--- src/shared/sps_pkg.sv ---
// package: constants, tables and state types for the start-up sequencer
package sps_pkg;
  // ----------------------------------------------------------------
  // timing
  // ----------------------------------------------------------------
  localparam int CLK_NS         = 20;                  // 50 MHz system clock
  localparam int MS_NS          = 1000000;             // one millisecond
  localparam int MS_CYCLES_DEF  = MS_NS / CLK_NS;      // cycles per ms tick
  localparam logic [15:0] INIT_MS = 16'h0002;          // internal initialisation time, ms
  localparam int SYNC_LOSS_NS   = 5000;                // twice the slowest switching period
  localparam int SYNC_LOSS_CYC  = SYNC_LOSS_NS / CLK_NS;
  localparam logic [4:0] TICK_NUM = 5'h04;             // 8 MHz = 50 MHz * 4 / 25
  localparam logic [4:0] TICK_DEN = 5'h19;
  // ----------------------------------------------------------------
  // voltage and rate limits (mV, kHz)
  // ----------------------------------------------------------------
  localparam logic [11:0] VOUT_MIN  = 12'h258;         // 600 mV
  localparam logic [11:0] VOUT_TOP  = 12'he10;         // 3600 mV
  localparam logic [9:0]  RATE_MIN  = 10'h190;         // 400 kHz
  localparam logic [9:0]  RATE_MAX  = 10'h3e8;         // 1000 kHz
  localparam logic [15:0] BASE_KHZ  = 16'h1f40;        // 8000 kHz reference
  localparam logic [7:0]  PG_LOW_DEF  = 8'h5a;         // 90 percent of target
  localparam logic [7:0]  PG_HIGH_DEF = 8'h6e;         // 110 percent of target
  localparam logic [6:0]  ADDR_BASE = 7'h20;           // arbitrary bus address base
  localparam int VTAB_N = 29;
  localparam int RTAB_N = 10;
  localparam logic [11:0] VOLT_TAB [0:VTAB_N-1] = '{
    12'h258, 12'h28a, 12'h2bc, 12'h2ee, 12'h320, 12'h352, 12'h384, 12'h3b6, 12'h3e8, 12'h41a,
    12'h44c, 12'h47e, 12'h4b0, 12'h4e2, 12'h514, 12'h578, 12'h5dc, 12'h640, 12'h6a4, 12'h708,
    12'h76c, 12'h7d0, 12'h834, 12'h898, 12'h8fc, 12'h9c4, 12'haf0, 12'hbb8, 12'hce4};
  localparam logic [9:0] RATE_TAB [0:RTAB_N-1] = '{
    10'h190, 10'h1a5, 10'h1d7, 10'h215, 10'h23b, 10'h267, 10'h2d7, 10'h320, 10'h379, 10'h3e8};
  // ----------------------------------------------------------------
  // register byte offsets
  // ----------------------------------------------------------------
  localparam logic [7:0] REG_CTRL   = 8'h00;  // bit0 on, bit1 pg invert, bit2 sync source
  localparam logic [7:0] REG_VOUT   = 8'h04;
  localparam logic [7:0] REG_DELAY  = 8'h08;
  localparam logic [7:0] REG_RAMP   = 8'h0c;
  localparam logic [7:0] REG_PGDLY  = 8'h10;
  localparam logic [7:0] REG_PGWIN  = 8'h14;  // [7:0] low pct, [15:8] high pct
  localparam logic [7:0] REG_RATE   = 8'h18;
  localparam logic [7:0] REG_STATUS = 8'h1c;
  localparam logic [7:0] REG_VMAX   = 8'h20;
  localparam logic [7:0] REG_VTGT   = 8'h24;
  // ----------------------------------------------------------------
  // state
  // ----------------------------------------------------------------
  typedef enum logic [1:0] {SEQ_OFF, SEQ_DELAY, SEQ_RAMP, SEQ_ON} sps_seq_t;
  typedef struct packed {
    logic       en1, en2, sy1, sy2, sy3;
    logic [4:0] a1, a2, v1, v2;
    logic [3:0] r1, r2;
    logic [1:0] startCnt;
    logic       strapDone;
    logic [6:0] smbAddr;
    logic [11:0] vStrap;
    logic [9:0] fStrap;
    logic       onCmd, pgInv, syncSrc, pgDlySet;
    logic [11:0] voutCmd;
    logic [15:0] dlyMs, rampMs, pgDlyMs;
    logic [7:0] pgLow, pgHigh;
    logic [9:0] fReq;
    logic       fBus;       // set once software writes a rate, so the strap no longer seeds fReq
    sps_seq_t   seq;
    logic [16:0] msCnt;
    logic [15:0] timer, pgCnt;
    logic [11:0] vTarget, rampStep;
    logic       pgQual, pgOut;
    logic [4:0] nDiv, acc, divCnt;
    logic       swPulse, syncOut, syncOe, clkPresent;
    logic [7:0] lossCnt;
    logic       pready, pslverr;
    logic [31:0] prdata;
  } sps_state_t;
endpackage

--- src/logic/sps_top.sv ---
// start-up sequencer, strap decode, power-good and switching-rate logic
//
// Behaviour
// RULE1: act as a bus target accepting the standard configuration and monitoring commands.
// RULE2: bus address comes from address strap; all else but ceiling is bus configurable.
// RULE3: ceiling is strapped voltage plus 10%; programmed voltage clamps to it.
// RULE4: voltage strap decodes through fixed table, 0.60 V up to 3.30 V.
// RULE5: bus-programmed voltage accepted anywhere from 0.6 V to 3.6 V.
// RULE6: turn-on starts delay timer; ramp begins only when delay expires.
// RULE7: zero delay starts ramp after the roughly 2 ms initialisation.
// RULE8: zero ramp time steps the target straight to its final value.
// RULE9: host should program ramps longer than 500 us.
// RULE10: power-good only while output in window and no fault active.
// RULE11: default window is 10%; limits and polarity reprogrammable.
// RULE12: power-good asserts only after programmable delay once conditions hold.
// RULE13: power-good delay defaults to ramp time, independently programmable.
// RULE14: with an external clock present, lock switching to its rising edges.
// RULE15: without external clock, pin low 400, open 571, high 1000 kHz.
// RULE16: rate strap decodes into ten rates, 400 kHz to 1000 kHz.
// RULE17: rate strap sampled only at start-up until power cycled.
// RULE18: bus-programmed rate accepted between 400 kHz and 1 MHz.
// RULE19: rate quantised to 8 MHz over whole N, nearest to request.
// RULE20: host makes exactly one device clock source on shared line.
// RULE21: readback rate reflects the quantised value.
// RULE22: system should tie turn-on pin low under bus control.
// RULE23: power-good drops at once when out of window or faulted.
//
// The APB register port and the address map were left to the implementer.
`timescale 1ns/10ps
module sps_top import sps_pkg::*; #(
  parameter int MS_CYCLES = MS_CYCLES_DEF
) (
  input  wire logic        clk_sys,
  input  wire logic        reset_n,
  input  wire logic        psel,
  input  wire logic        penable,
  input  wire logic        pwrite,
  input  wire logic [7:0]  paddr,
  input  wire logic [31:0] pwdata,
  output logic [31:0]      prdata,
  output logic             pready,
  output logic             pslverr,
  input  wire logic [4:0]  addrStrapIdx,
  input  wire logic [4:0]  voltStrapIdx,
  input  wire logic [3:0]  rateStrapIdx,
  input  wire logic        turnOnPin,
  input  wire logic        syncIn,
  output logic             syncOut,
  output logic             syncOe,
  input  wire logic [11:0] vMeas,
  input  wire logic        faultActive,
  output logic             pgOut,
  output logic             swPulse,
  output logic [11:0]      vTarget,
  output logic [6:0]       smbAddr
);
  sps_state_t st_ff, nxt_st;

  // ----------------------------------------------------------------
  // derived values
  // ----------------------------------------------------------------
  logic        msTick, turnOn, extEdge, apbAcc, apbWr, inWin, pgCond;
  logic [15:0] vMaxW, pgDlyEff;
  logic [11:0] vMax, voutEff;
  logic [4:0]  nCalc;
  logic [15:0] fQuant;
  logic [19:0] measScaled, winLo, winHi;

  assign msTick = (st_ff.msCnt == 17'(MS_CYCLES - 1));
  assign turnOn = st_ff.en2 | st_ff.onCmd;
  assign extEdge = st_ff.sy2 & ~st_ff.sy3;           // sy1 feeds only sy2
  assign apbAcc = psel & penable & st_ff.pready;
  assign apbWr  = apbAcc & pwrite;

  // ceiling is ten percent above the strapped level [RULE3]
  assign vMaxW = 16'((32'(st_ff.vStrap) * 32'd11) / 32'd10);
  assign vMax  = (vMaxW > 16'(12'hfff)) ? 12'hfff : vMaxW[11:0];

  // clamp the commanded level to the bus range and then the ceiling [RULE3] [RULE5]
  always_comb begin
    voutEff = st_ff.voutCmd;
    if (voutEff < VOUT_MIN) begin
      voutEff = VOUT_MIN;
    end
    if (voutEff > VOUT_TOP) begin
      voutEff = VOUT_TOP;
    end
    if (voutEff > vMax) begin
      voutEff = vMax;
    end
  end

  // nearest whole divisor: round(8000 / f), f already held in 400..1000 [RULE19]
  assign nCalc  = 5'((32'(BASE_KHZ) * 32'd2 + 32'(st_ff.fReq)) / (32'(st_ff.fReq) * 32'd2));
  // readback shows the rate that the divider really makes [RULE21]
  assign fQuant = 16'(32'(BASE_KHZ) / 32'(st_ff.nDiv));

  // window test in percent of target; fault blocks qualification [RULE10] [RULE11]
  assign measScaled = 20'(32'(vMeas) * 32'd100);
  assign winLo      = 20'(32'(st_ff.vTarget) * 32'(st_ff.pgLow));
  assign winHi      = 20'(32'(st_ff.vTarget) * 32'(st_ff.pgHigh));
  assign inWin      = (measScaled >= winLo) && (measScaled <= winHi);
  assign pgCond     = (st_ff.seq == SEQ_ON) && inWin && !faultActive;
  // delay follows the ramp time until software writes its own value [RULE13]
  assign pgDlyEff   = st_ff.pgDlySet ? st_ff.pgDlyMs : st_ff.rampMs;

  // ----------------------------------------------------------------
  // next state
  // ----------------------------------------------------------------
  always_comb begin
    nxt_st = st_ff;
    // two-stage synchronisers for the turn-on, sync and strap pins
    nxt_st.en1 = turnOnPin;
    nxt_st.en2 = st_ff.en1;
    nxt_st.sy1 = syncIn;
    nxt_st.sy2 = st_ff.sy1;
    nxt_st.sy3 = st_ff.sy2;
    nxt_st.a1  = addrStrapIdx;
    nxt_st.a2  = st_ff.a1;
    nxt_st.v1  = voltStrapIdx;
    nxt_st.v2  = st_ff.v1;
    nxt_st.r1  = rateStrapIdx;
    nxt_st.r2  = st_ff.r1;

    // straps are captured once, after the synchronisers have filled [RULE17]
    if (!st_ff.strapDone) begin
      nxt_st.startCnt = st_ff.startCnt + 2'h1;
      if (st_ff.startCnt == 2'h3) begin
        nxt_st.strapDone = 1'b1;
        nxt_st.smbAddr   = ADDR_BASE + 7'(st_ff.a2);                          // [RULE2]
        nxt_st.vStrap    = VOLT_TAB[(st_ff.v2 > 5'(VTAB_N - 1)) ? 5'(VTAB_N - 1) : st_ff.v2]; // [RULE4]
        nxt_st.fStrap    = RATE_TAB[(st_ff.r2 > 4'(RTAB_N - 1)) ? 4'(RTAB_N - 1) : st_ff.r2]; // [RULE15] [RULE16]
        nxt_st.voutCmd   = VOLT_TAB[(st_ff.v2 > 5'(VTAB_N - 1)) ? 5'(VTAB_N - 1) : st_ff.v2];
        if (!st_ff.fBus) begin
          nxt_st.fReq = RATE_TAB[(st_ff.r2 > 4'(RTAB_N - 1)) ? 4'(RTAB_N - 1) : st_ff.r2];
        end
      end
    end

    // apb slave: ready one cycle into the access phase, unmapped answers an error [RULE1]
    nxt_st.pready  = psel & penable & ~st_ff.pready;
    nxt_st.pslverr = 1'b0;
    nxt_st.prdata  = 32'h0;
    if (psel & penable & ~st_ff.pready) begin
      if (paddr == REG_CTRL) begin
        nxt_st.prdata = {29'h0, st_ff.syncSrc, st_ff.pgInv, st_ff.onCmd};
      end else if (paddr == REG_VOUT) begin
        nxt_st.prdata = {20'h0, voutEff};
      end else if (paddr == REG_DELAY) begin
        nxt_st.prdata = {16'h0, st_ff.dlyMs};
      end else if (paddr == REG_RAMP) begin
        nxt_st.prdata = {16'h0, st_ff.rampMs};
      end else if (paddr == REG_PGDLY) begin
        nxt_st.prdata = {16'h0, pgDlyEff};
      end else if (paddr == REG_PGWIN) begin
        nxt_st.prdata = {16'h0, st_ff.pgHigh, st_ff.pgLow};
      end else if (paddr == REG_RATE) begin
        nxt_st.prdata = {16'h0, fQuant};                                       // [RULE21]
      end else if (paddr == REG_STATUS) begin
        nxt_st.prdata = {16'h0, 1'b0, st_ff.smbAddr, 2'h0, st_ff.clkPresent, st_ff.strapDone,
                         st_ff.pgQual, st_ff.pgOut, st_ff.seq};
      end else if (paddr == REG_VMAX) begin
        nxt_st.prdata = {20'h0, vMax};
      end else if (paddr == REG_VTGT) begin
        nxt_st.prdata = {20'h0, st_ff.vTarget};
      end else begin
        nxt_st.pslverr = 1'b1;
      end
    end
    if (apbWr) begin
      if (paddr == REG_CTRL) begin
        nxt_st.onCmd   = pwdata[0];
        nxt_st.pgInv   = pwdata[1];                                            // [RULE11]
        nxt_st.syncSrc = pwdata[2];
      end else if (paddr == REG_VOUT) begin
        nxt_st.voutCmd = pwdata[11:0];                                         // [RULE5]
      end else if (paddr == REG_DELAY) begin
        nxt_st.dlyMs = pwdata[15:0];
      end else if (paddr == REG_RAMP) begin
        nxt_st.rampMs = pwdata[15:0];
      end else if (paddr == REG_PGDLY) begin
        nxt_st.pgDlyMs  = pwdata[15:0];                                        // [RULE13]
        nxt_st.pgDlySet = 1'b1;
      end else if (paddr == REG_PGWIN) begin
        nxt_st.pgLow  = pwdata[7:0];                                           // [RULE11]
        nxt_st.pgHigh = pwdata[15:8];
      end else if (paddr == REG_RATE) begin
        // out-of-range requests are held to the legal span [RULE18]
        nxt_st.fBus = 1'b1;
        if (pwdata[15:0] < 16'(RATE_MIN)) begin
          nxt_st.fReq = RATE_MIN;
        end else if (pwdata[15:0] > 16'(RATE_MAX)) begin
          nxt_st.fReq = RATE_MAX;
        end else begin
          nxt_st.fReq = pwdata[9:0];
        end
      end
    end

    // millisecond timebase, restarted while off so the first delay tick is whole
    nxt_st.msCnt = (msTick || st_ff.seq == SEQ_OFF) ? 17'h0 : st_ff.msCnt + 17'h1;

    // soft-start sequence
    case (st_ff.seq)
      SEQ_OFF: begin
        nxt_st.vTarget = 12'h0;
        if (turnOn && st_ff.strapDone) begin
          nxt_st.seq   = SEQ_DELAY;                                            // [RULE6]
          nxt_st.timer = (st_ff.dlyMs == 16'h0) ? INIT_MS : st_ff.dlyMs;       // [RULE7]
        end
      end
      SEQ_DELAY: begin
        if (!turnOn) begin
          nxt_st.seq = SEQ_OFF;
        end else if (msTick) begin
          nxt_st.timer = st_ff.timer - 16'h1;
          if (st_ff.timer <= 16'h1) begin
            if (st_ff.rampMs == 16'h0) begin
              nxt_st.vTarget = voutEff;                                        // [RULE8]
              nxt_st.seq     = SEQ_ON;
            end else begin
              nxt_st.seq      = SEQ_RAMP;                                      // [RULE6]
              nxt_st.timer    = st_ff.rampMs;
              nxt_st.rampStep = 12'((32'(voutEff) + 32'(st_ff.rampMs) - 32'd1) / 32'(st_ff.rampMs));
            end
          end
        end
      end
      SEQ_RAMP: begin
        // linear ramp in per-millisecond steps; last step lands on the target
        if (!turnOn) begin
          nxt_st.seq = SEQ_OFF;
        end else if (msTick) begin
          nxt_st.timer = st_ff.timer - 16'h1;
          if (st_ff.timer <= 16'h1 || 13'(st_ff.vTarget) + 13'(st_ff.rampStep) >= 13'(voutEff)) begin
            nxt_st.vTarget = voutEff;
            nxt_st.seq     = SEQ_ON;
          end else begin
            nxt_st.vTarget = st_ff.vTarget + st_ff.rampStep;
          end
        end
      end
      SEQ_ON: begin
        nxt_st.vTarget = voutEff;                 // later reprogramming applies directly
        if (!turnOn) begin
          nxt_st.seq = SEQ_OFF;
        end
      end
      default: begin
        nxt_st.seq = SEQ_OFF;
      end
    endcase

    // power-good qualification: delayed rise, immediate fall
    if (!pgCond) begin
      nxt_st.pgQual = 1'b0;                                                    // [RULE23]
      nxt_st.pgCnt  = 16'h0;
    end else if (!st_ff.pgQual) begin
      if (st_ff.pgCnt >= pgDlyEff) begin
        nxt_st.pgQual = 1'b1;                                                  // [RULE12]
      end else if (msTick) begin
        nxt_st.pgCnt = st_ff.pgCnt + 16'h1;
      end
    end
    nxt_st.pgOut = (pgCond && st_ff.pgQual) ^ st_ff.pgInv;                     // [RULE10] [RULE11]

    // external clock detection; source mode ignores the line it drives itself
    if (extEdge) begin
      nxt_st.lossCnt    = 8'h0;
      nxt_st.clkPresent = ~st_ff.syncSrc;
    end else if (st_ff.lossCnt >= 8'(SYNC_LOSS_CYC)) begin
      nxt_st.clkPresent = 1'b0;
    end else begin
      nxt_st.lossCnt = st_ff.lossCnt + 8'h1;
    end

    // 8 MHz enable from a fractional accumulator, then divide by N
    nxt_st.nDiv    = nCalc;
    nxt_st.swPulse = 1'b0;
    if (st_ff.acc + TICK_NUM >= TICK_DEN) begin
      nxt_st.acc = st_ff.acc + TICK_NUM - TICK_DEN;
    end else begin
      nxt_st.acc = st_ff.acc + TICK_NUM;
    end
    if (st_ff.clkPresent && !st_ff.syncSrc) begin
      // lock: each rising edge of the outside clock starts a switching period [RULE14]
      if (extEdge) begin
        nxt_st.divCnt  = 5'h0;
        nxt_st.swPulse = 1'b1;
      end
    end else if (st_ff.acc + TICK_NUM >= TICK_DEN) begin
      if (st_ff.divCnt >= st_ff.nDiv - 5'h1) begin
        nxt_st.divCnt  = 5'h0;
        nxt_st.swPulse = 1'b1;                                                 // [RULE19]
      end else begin
        nxt_st.divCnt = st_ff.divCnt + 5'h1;
      end
    end
    // as source, drive a near-square clock on the shared line
    nxt_st.syncOe  = st_ff.syncSrc;
    nxt_st.syncOut = st_ff.syncSrc && (st_ff.divCnt < (st_ff.nDiv >> 1));
  end

  // ----------------------------------------------------------------
  // state register
  // ----------------------------------------------------------------
  always_ff @(posedge clk_sys) begin
    if (!reset_n) begin
      st_ff          <= '0;
      st_ff.seq      <= SEQ_OFF;
      st_ff.pgLow    <= PG_LOW_DEF;
      st_ff.pgHigh   <= PG_HIGH_DEF;
      st_ff.fReq     <= RATE_MIN;
      st_ff.nDiv     <= 5'h14;
      st_ff.voutCmd  <= VOUT_MIN;
    end else begin
      st_ff <= nxt_st;
    end
  end

  assign prdata  = st_ff.prdata;
  assign pready  = st_ff.pready;
  assign pslverr = st_ff.pslverr;
  assign pgOut   = st_ff.pgOut;
  assign swPulse = st_ff.swPulse;
  assign syncOut = st_ff.syncOut;
  assign syncOe  = st_ff.syncOe;
  assign vTarget = st_ff.vTarget;
  assign smbAddr = st_ff.smbAddr;
endmodule

--- config.mk ---
export PLATFORM = sky130hd
export DESIGN_NAME = sps_top
export DESIGN_NICKNAME = d
export VERILOG_FILES = /design/src/shared/sps_pkg.sv /design/src/logic/sps_top.sv
export SDC_FILE = /design/constraint.sdc
export NUM_CORES = 2
export LEC_CHECK = 0
export BUFFER_PORTS_ARGS = -buffer_cell sky130_fd_sc_hd__buf_4
export CAP_MARGIN = 25
export CORE_MARGIN = 3
export CORE_UTILIZATION = 31
export DETAILED_ROUTE_END_ITERATION = 10
export GPL_TIMING_DRIVEN = 0
export MAX_ROUTING_LAYER = met4
export PLACE_DENSITY = 0.55
export SYNTH_ARGS = -nofsm -noshare
export SYNTH_HDL_FRONTEND = slang
export SYNTH_SLANG_ARGS = --single-unit
export TNS_END_PERCENT = 10
--- constraint.sdc ---
create_clock -name clk_sys -period 423.5 [get_ports clk_sys]
set_input_delay 21.175 -clock clk_sys [delete_from_list [all_inputs] [get_ports clk_sys]]
set_output_delay 21.175 -clock clk_sys [all_outputs]
set_load 0.01 [all_outputs]
**Word-level counts from Yosys, hierarchy flattened**

Memory sizes are Yosys's and may differ from the RTL's.
Cells that the tools add are included.

- Memories kept: 2
- Output and inout bits: 57
- Logic and storage cells: 266
- Bits in latches: 0
- Bits of input ports: 74
- Register bits after elaboration: 294
- Memory bits (writable): 0
- Memory bits (read-only): 544

- Bitwise logic cells: 24
- Order comparisons: 19
- Equality and inequality tests: 27
- Reductions and logical operators: 38
- Divide/modulo/power cells: 4
- Multipliers: 4
- Muxes and demuxes: 83
- $add $sub $neg: 15
- Shifts and indexed selects: 0

Memories:

| memory | depth | bits a word | read ports | clocked after memory_dff | write ports | line | text |
|---|---|---|---|---|---|---|---|
| (no name shown) | 32 | 12 | 1 | 0 | 0 | sps_top.sv:133 | `nxt_st.voutCmd = VOLT_TAB[(st_ff.v2 > 5'(VTAB_N - 1)) ? 5'(VTAB_N - 1) : st_ff.v2];` |
| (no name shown) | 16 | 10 | 1 | 0 | 0 | sps_top.sv:135 | `nxt_st.fReq = RATE_TAB[(st_ff.r2 > 4'(RTAB_N - 1)) ? 4'(RTAB_N - 1) : st_ff.r2];` |

Operators by type and width:

| operator | count |
|---|---|
| 2-to-1 mux 16 bit | 18 |
| 2-to-1 mux 12 bit | 17 |
| 2-to-1 mux 87 bit | 2 |
| 2-to-1 mux 75 bit | 1 |
| 2-to-1 mux 24 bit | 3 |
| 2-to-1 mux 10 bit | 7 |
| 2-to-1 mux 30 bit | 2 |
| 2-to-1 mux 59 bit | 1 |
| one-hot mux 12 bit (4 select lines) | 1 |
| one-hot mux 16 bit (3 select lines) | 1 |
| 2-to-1 mux 43 bit | 1 |
| multiplier 12 x 8 -> 20 bit | 2 |
| divider 13 x 5 -> 32 bit (first input constant) | 1 |
| divider 16 x 4 -> 32 bit (second input constant) | 1 |
| divider 32 x 11 -> 32 bit | 1 |
| divider 32 x 16 -> 32 bit | 1 |
| equality test 8 x 5 -> 1 bit (second input constant) | 4 |
| zero test 16 bit | 2 |
| 2-to-1 mux 27 bit | 1 |
| AND reduction 6 bit | 4 |
| 2-to-1 mux 11 bit | 2 |
| >= comparator 19 x 20 -> 1 bit | 1 |
| <= comparator 19 x 20 -> 1 bit | 1 |
| 2-to-1 mux 6 bit | 3 |
| 74 further kinds | 136 |

**Logic depth before layout (Yosys ltp)**

- Depth in word-level cells: 17
- Mapped depth: 726
- Gate-level depth less buffers: 673

**Least setup slack after synthesis**

OpenSTA, ideal clock, no wires.

- Kind: reg2reg
- From: register st_ff[241] (netlist name)
- To: register st_ff[63] (netlist name)
- Slack: 290.218 ns
- Data required time: 423.380 ns
- Stages on the path, launching flop included: 712
- Arrival time: 133.162 ns
- Path buffers: 55
- Path through: dfxtp_1 -> ha_1 -> fa_1 -> ha_1 -> nor2b_1 -> o21ai_0 -> a21boi_0 -> o21a_1 -> o21a_1 -> o21ai_0 -> a21boi_0 -> o21ai_0 -> a21boi_0 -> or2_2 -> clkbuf_1 -> a21oi_1 -> xnor2_1 -> nor4b_1 -> (+676 left out) -> o21ai_0 -> nand2b_1 -> a21oi_1 -> nor2b_1 -> o21ai_0 -> nand2b_1 -> a21oi_1 -> nor2b_1 -> o21ai_0 -> nand2b_1 -> a21oi_1 -> nor2b_1 -> o21ai_0 -> nand4b_1 -> nor3_1 -> nand4_1 -> a21oi_1 -> a21oi_1

- Cells in the longest elaborated chain, start to end: 9

RTL lines:

| element | line | text |
|---|---|---|
| start, declared | sps_top.sv:57 | `sps_state_t st_ff, nxt_st;` |
| start signal, assigned | sps_top.sv:317 | `st_ff <= nxt_st;` |
| multiplier 12 x 4 -> 16 bit * | sps_top.sv:76 | `assign vMaxW = 16'((32'(st_ff.vStrap) * 32'd11) / 32'd10);` |
| divider 16 x 4 -> 32 bit * | sps_top.sv:76 |  |
| greater-than comparator 16 x 12 -> 1 bit | sps_top.sv:77 | `assign vMax = (vMaxW > 16'(12'hfff)) ? 12'hfff : vMaxW[11:0];` |
| 2-to-1 mux 12 bit * | sps_top.sv:77 |  |
| greater-than comparator 12 bit | sps_top.sv:88 | `if (voutEff > vMax) begin` |
| 2-to-1 mux 12 bit * | sps_top.sv:88 |  |
| adder 12 x 16 -> 17 bit * | sps_top.sv:224 | `nxt_st.rampStep = 12'((32'(voutEff) + 32'(st_ff.rampMs) - 32'd1) / 32'(st_ff.rampMs));` |
| subtractor 17 x 1 -> 18 bit * | sps_top.sv:224 |  |
| divider 32 x 16 -> 32 bit * | sps_top.sv:224 |  |

Mark *: on every way between the ends. The rest lies on a longest branch, timed or not.
A chain may end at the register's enable or synchronous reset.

**Worst setup path in the final report**

Same ends and word-level chain as after synthesis.

==> run_results.csv <==
group,metric,value,unit
placed_design,finalWeightedCongestion,0.956,
timing,slew_headroom,0.209,
timing,fin_skew,41.0,ps
floorplan,initial_cell_density_of_the_core,0.313,
timing,finalWorstPathRequiredPeriod,158570,ps
grt,track_usage,0.192,
logic_synthesis,ys_async_sr_fraction,0,
cells_and_area,nets,12900,
critical_path,arrival,159000,ps
logic_synthesis,syn-instance-count,11400,
clock_tree,master_cell_of_the_clock_root_buffer,"sky130_fd_sc_hd__clkbuf_16",
clock_tree,clk_path_buf_depth,3,
drt,wl_per_cell,17.4,microns
cells_and_area,final.fill_count,28100,
timing,final_hold_violations,0,
logic_synthesis,post_synth.cell_area_avg,7.10,sq um
timing,fin_setup_tns,0,ps
critical_path,start_kind,"register",
outcome,run_status,"finished, final reports clean",
grt,grt_pass1_wl,417000,microns
floorplan,design.core.area,258000,sq um
floorplan,die_area,267000,sq um
drt,detail_route.iter0.violations,5630,
cells_and_area,sequential_area,5330,sq um
placed_design,placement.cell_area,86300,sq um
flow_run,max_cap_violations,0,
floorplan,io_pins,131,
critical_path,worst-path-max-fanout,10,
clock_tree,clock_pin_slew_worst_setup_and_hold_paths,70,ps
logic_synthesis,yosys_warnings,0,
grt,grt_overflow,0,
timing,worst_slew_pin_slew,1180,ps
logic_synthesis,yosysSeqAreaShare,0.0660,
logic_synthesis,synth-main-ff-cell,"sky130_fd_sc_hd__dfxtp_1",
critical_path,critical_path.most_common_cell,"sky130_fd_sc_hd__o21a_1",
cells_and_area,syn_to_final_growth,8.25,%
drt,via_count,83300,
drt,number_of_detailed_route_iterations_in_the_first_pass,6,
drt,drt_drc_violations_left,0,
clock_tree,hold_buffers,0,
timing,rsz0062_at_grt,"false",
timing,post-route-period-util,0.374,
critical_path,critical_path.slowest_cell,"sky130_fd_sc_hd__nor3_1",
cells_and_area,final_area,87400,sq um
clock_tree,clock_tree_from_tritoncts,"done",
clock_tree,post_cts_resize_count,0,
clock_tree,worst_skew_pair.late_latency,620,ps
clock_tree,number_of_buffers_created_by_cts,28,
floorplan,rows,186,
timing,fmax,6.31,MHz
timing,final-setup-viol-count,0,
clock_tree,cts_max_level,1,
placed_design,port_buffers,91,
drt,vias_per_cell,5.56,
worst_hold_path,min-delay-path-class,"register to register",
logic_synthesis,number_of_enable_type_register_cells_in_the_synthesized_netlist,0,
floorplan,chipWidth,516,microns
critical_path,cp_slowest_stage_delay,850,ps
logic_synthesis,ys_seq_elements,266,
grt,grt_max_degree,36,
critical_path,critical_path.endpoint_type,"register",
placed_design,hpwl,216000,microns
drt,postRouteWirelength,261000,microns
grt,grt_antenna_before_repair,14,
critical_path,timing.critical_path.required,423930,ps
logic_synthesis,synth_area,80700,sq um
critical_path,worst_path_class_setup,"register to register",
timing,finalMaxSlewViolations,0,
clock_tree,post-cts-setup-buffer-count,0,
grt,number_of_global_route_vias_before_repair,77000,
logic_synthesis,synth_cell_types,148,
cells_and_area,multi_input_area,71400,sq um
clock_tree,cts_num_sinks,266,
floorplan,chipHeight,516,microns
cells_and_area,post_route_cells_drive_above_1_share,0.0668,
drt,ant_nets_after_route,0,
routing by layer:
layer	track usage	wire, microns
met4	0.0609	9140
met2	0.318	120000
met5	-	0
met1	0.252	123000
met3	0.00857	9170
worst max-delay path: cells and delay by family (launching register included):
family                     cells  cell delay, ps
xor gates and xnor gates       9            1760
and+or+nand+nor              145           30910
buffers and inverters         94           23660
AOI/OAI and AO/OA            413           85640
DFF                            1             440
muxes                         11            3600
adders and majority gates     40           12190
cell families (layout without fill, tap and decap cells):
| family | count (synthesis) | in the layout | synth area share |
|---|---|---|---|
| fa+ha+maj | 1234 | 1234 | 0.204 |
| xor+xnor | 649 | 649 | 0.0707 |
| simple gates | 4552 | 4552 | 0.280 |
| flops | 266 | 266 | 0.0660 |
| buf+inv | 1009 | 1183 | 0.0515 |
| mux | 348 | 348 | 0.0467 |
| compound gates | 3319 | 3319 | 0.281 |
| other cells | 1 | 45 | 0.0000465 |
layout make-up:
| cell class | instances | share of cell area |
|---|---|---|
| Inverter | 588 | 0.0253 |
| Tap cell | 3384 | 0.0485 |
| Multi-Input combinational cell | 10100 | 0.817 |
| Clock inverter | 18 | 0.00309 |
| Antenna cell | 11 | 0.000315 |
| Sequential cell | 266 | 0.0609 |
| Clock buffer | 33 | 0.00882 |
| Buffer | 421 | 0.0223 |
| Timing Repair Buffer | 123 | 0.0139 |
synth_stat cells, drive strengths merged (50+ instances only):
cell type	number	area share
nand2	1126	0.052
nor2	1118	0.052
ha	1091	0.17
a21oi	797	0.050
nor3	722	0.046
inv	582	0.027
o21a	577	0.054
o21ai	502	0.031
xnor2	415	0.045
o31ai	308	0.029
clkbuf	283	0.013
dfxtp	266	0.066
nand3	242	0.015
and2	241	0.019
xor2	234	0.025
mux2	204	0.029
nand4	154	0.012
nand2b	153	0.012
a21o	151	0.014
mux2i	144	0.018
buf	137	0.011
fa	137	0.034
nor4	123	0.012
or2	122	0.0095
and3	113	0.0088
o211ai	108	0.010
nor2b	107	0.0083
a211oi	103	0.010
or3	101	0.0080
a31oi	95	0.0077
o21bai	71	0.0066
a21boi	50	0.0047
metrics by stage:
stage                     hold WS [ps]  std cells  worst slack, ps  utilization
after global placement             416      14900           265650        0.333
after global routing               449      15000           249800        0.339
final                              431      15000           264930        0.339
after detailed placement           419      14900           266270        0.335
after CTS                          432      15000           265620        0.339
after floorplan                    412      11400           290220            -
registers in the layout (all words and copies together) (netlist names):
signal   cells
st_ff      208
nxt_st      18
prdata      16
vTarget     12
smbAddr      6
pgOut        1
pready       1
pslverr      1
swPulse      1
syncOe       1
syncOut      1
final timing paths:
kind | startpoint | to | slack (ps) | depth (start not counted)
worst min-delay path | nxt_st[279]$_SDFF_PN0_ | st_ff[279]$_SDFF_PN0_ | 430 | 1
worst max-delay path | st_ff[241]$_SDFFE_PN0P_ | st_ff[63]$_SDFFE_PN0P_ | 264930 | 712
worst min register to register | nxt_st[279]$_SDFF_PN0_ | st_ff[279]$_SDFF_PN0_ | 430 | 1
worst max register to register | st_ff[241]$_SDFFE_PN0P_ | st_ff[63]$_SDFFE_PN0P_ | 264930 | 712
cell usage in the layout, fill, tap and decap left out, types with 36 or more instances in the layout:
master	n
sky130_fd_sc_hd__and2_1	238
sky130_fd_sc_hd__dfxtp_1	266
sky130_fd_sc_hd__a211o_1	42
sky130_fd_sc_hd__ha_1	1091
sky130_fd_sc_hd__or4_1	37
sky130_fd_sc_hd__or3_1	98
sky130_fd_sc_hd__inv_1	565
sky130_fd_sc_hd__o21a_1	577
sky130_fd_sc_hd__xor2_1	233
sky130_fd_sc_hd__o21ai_1	43
sky130_fd_sc_hd__nor3_1	710
sky130_fd_sc_hd__a211oi_1	94
sky130_fd_sc_hd__fa_1	137
sky130_fd_sc_hd__and4_1	37
sky130_fd_sc_hd__mux2_2	199
sky130_fd_sc_hd__clkbuf_1	281
sky130_fd_sc_hd__buf_4	164
sky130_fd_sc_hd__xnor2_1	413
sky130_fd_sc_hd__nor2_1	1115
sky130_fd_sc_hd__nand4_1	151
sky130_fd_sc_hd__mux2i_1	141
sky130_fd_sc_hd__o22ai_1	36
sky130_fd_sc_hd__or2_2	102
sky130_fd_sc_hd__a31oi_1	92
sky130_fd_sc_hd__o21bai_1	71
sky130_fd_sc_hd__nor4_1	107
sky130_fd_sc_hd__o21ai_0	455
sky130_fd_sc_hd__o31ai_1	306
sky130_fd_sc_hd__a21oi_1	790
sky130_fd_sc_hd__nand3_1	239
sky130_fd_sc_hd__nor2b_1	107
sky130_fd_sc_hd__and3_1	113
sky130_fd_sc_hd__nand2b_1	153
sky130_fd_sc_hd__a21o_1	151
sky130_fd_sc_hd__buf_2	37
sky130_fd_sc_hd__o211ai_1	104
sky130_fd_sc_hd__nand2_1	1122
Power is left out: the tool's default activity adds up to more than one toggle a clock period on the data nets, which glitch-free logic cannot reach.
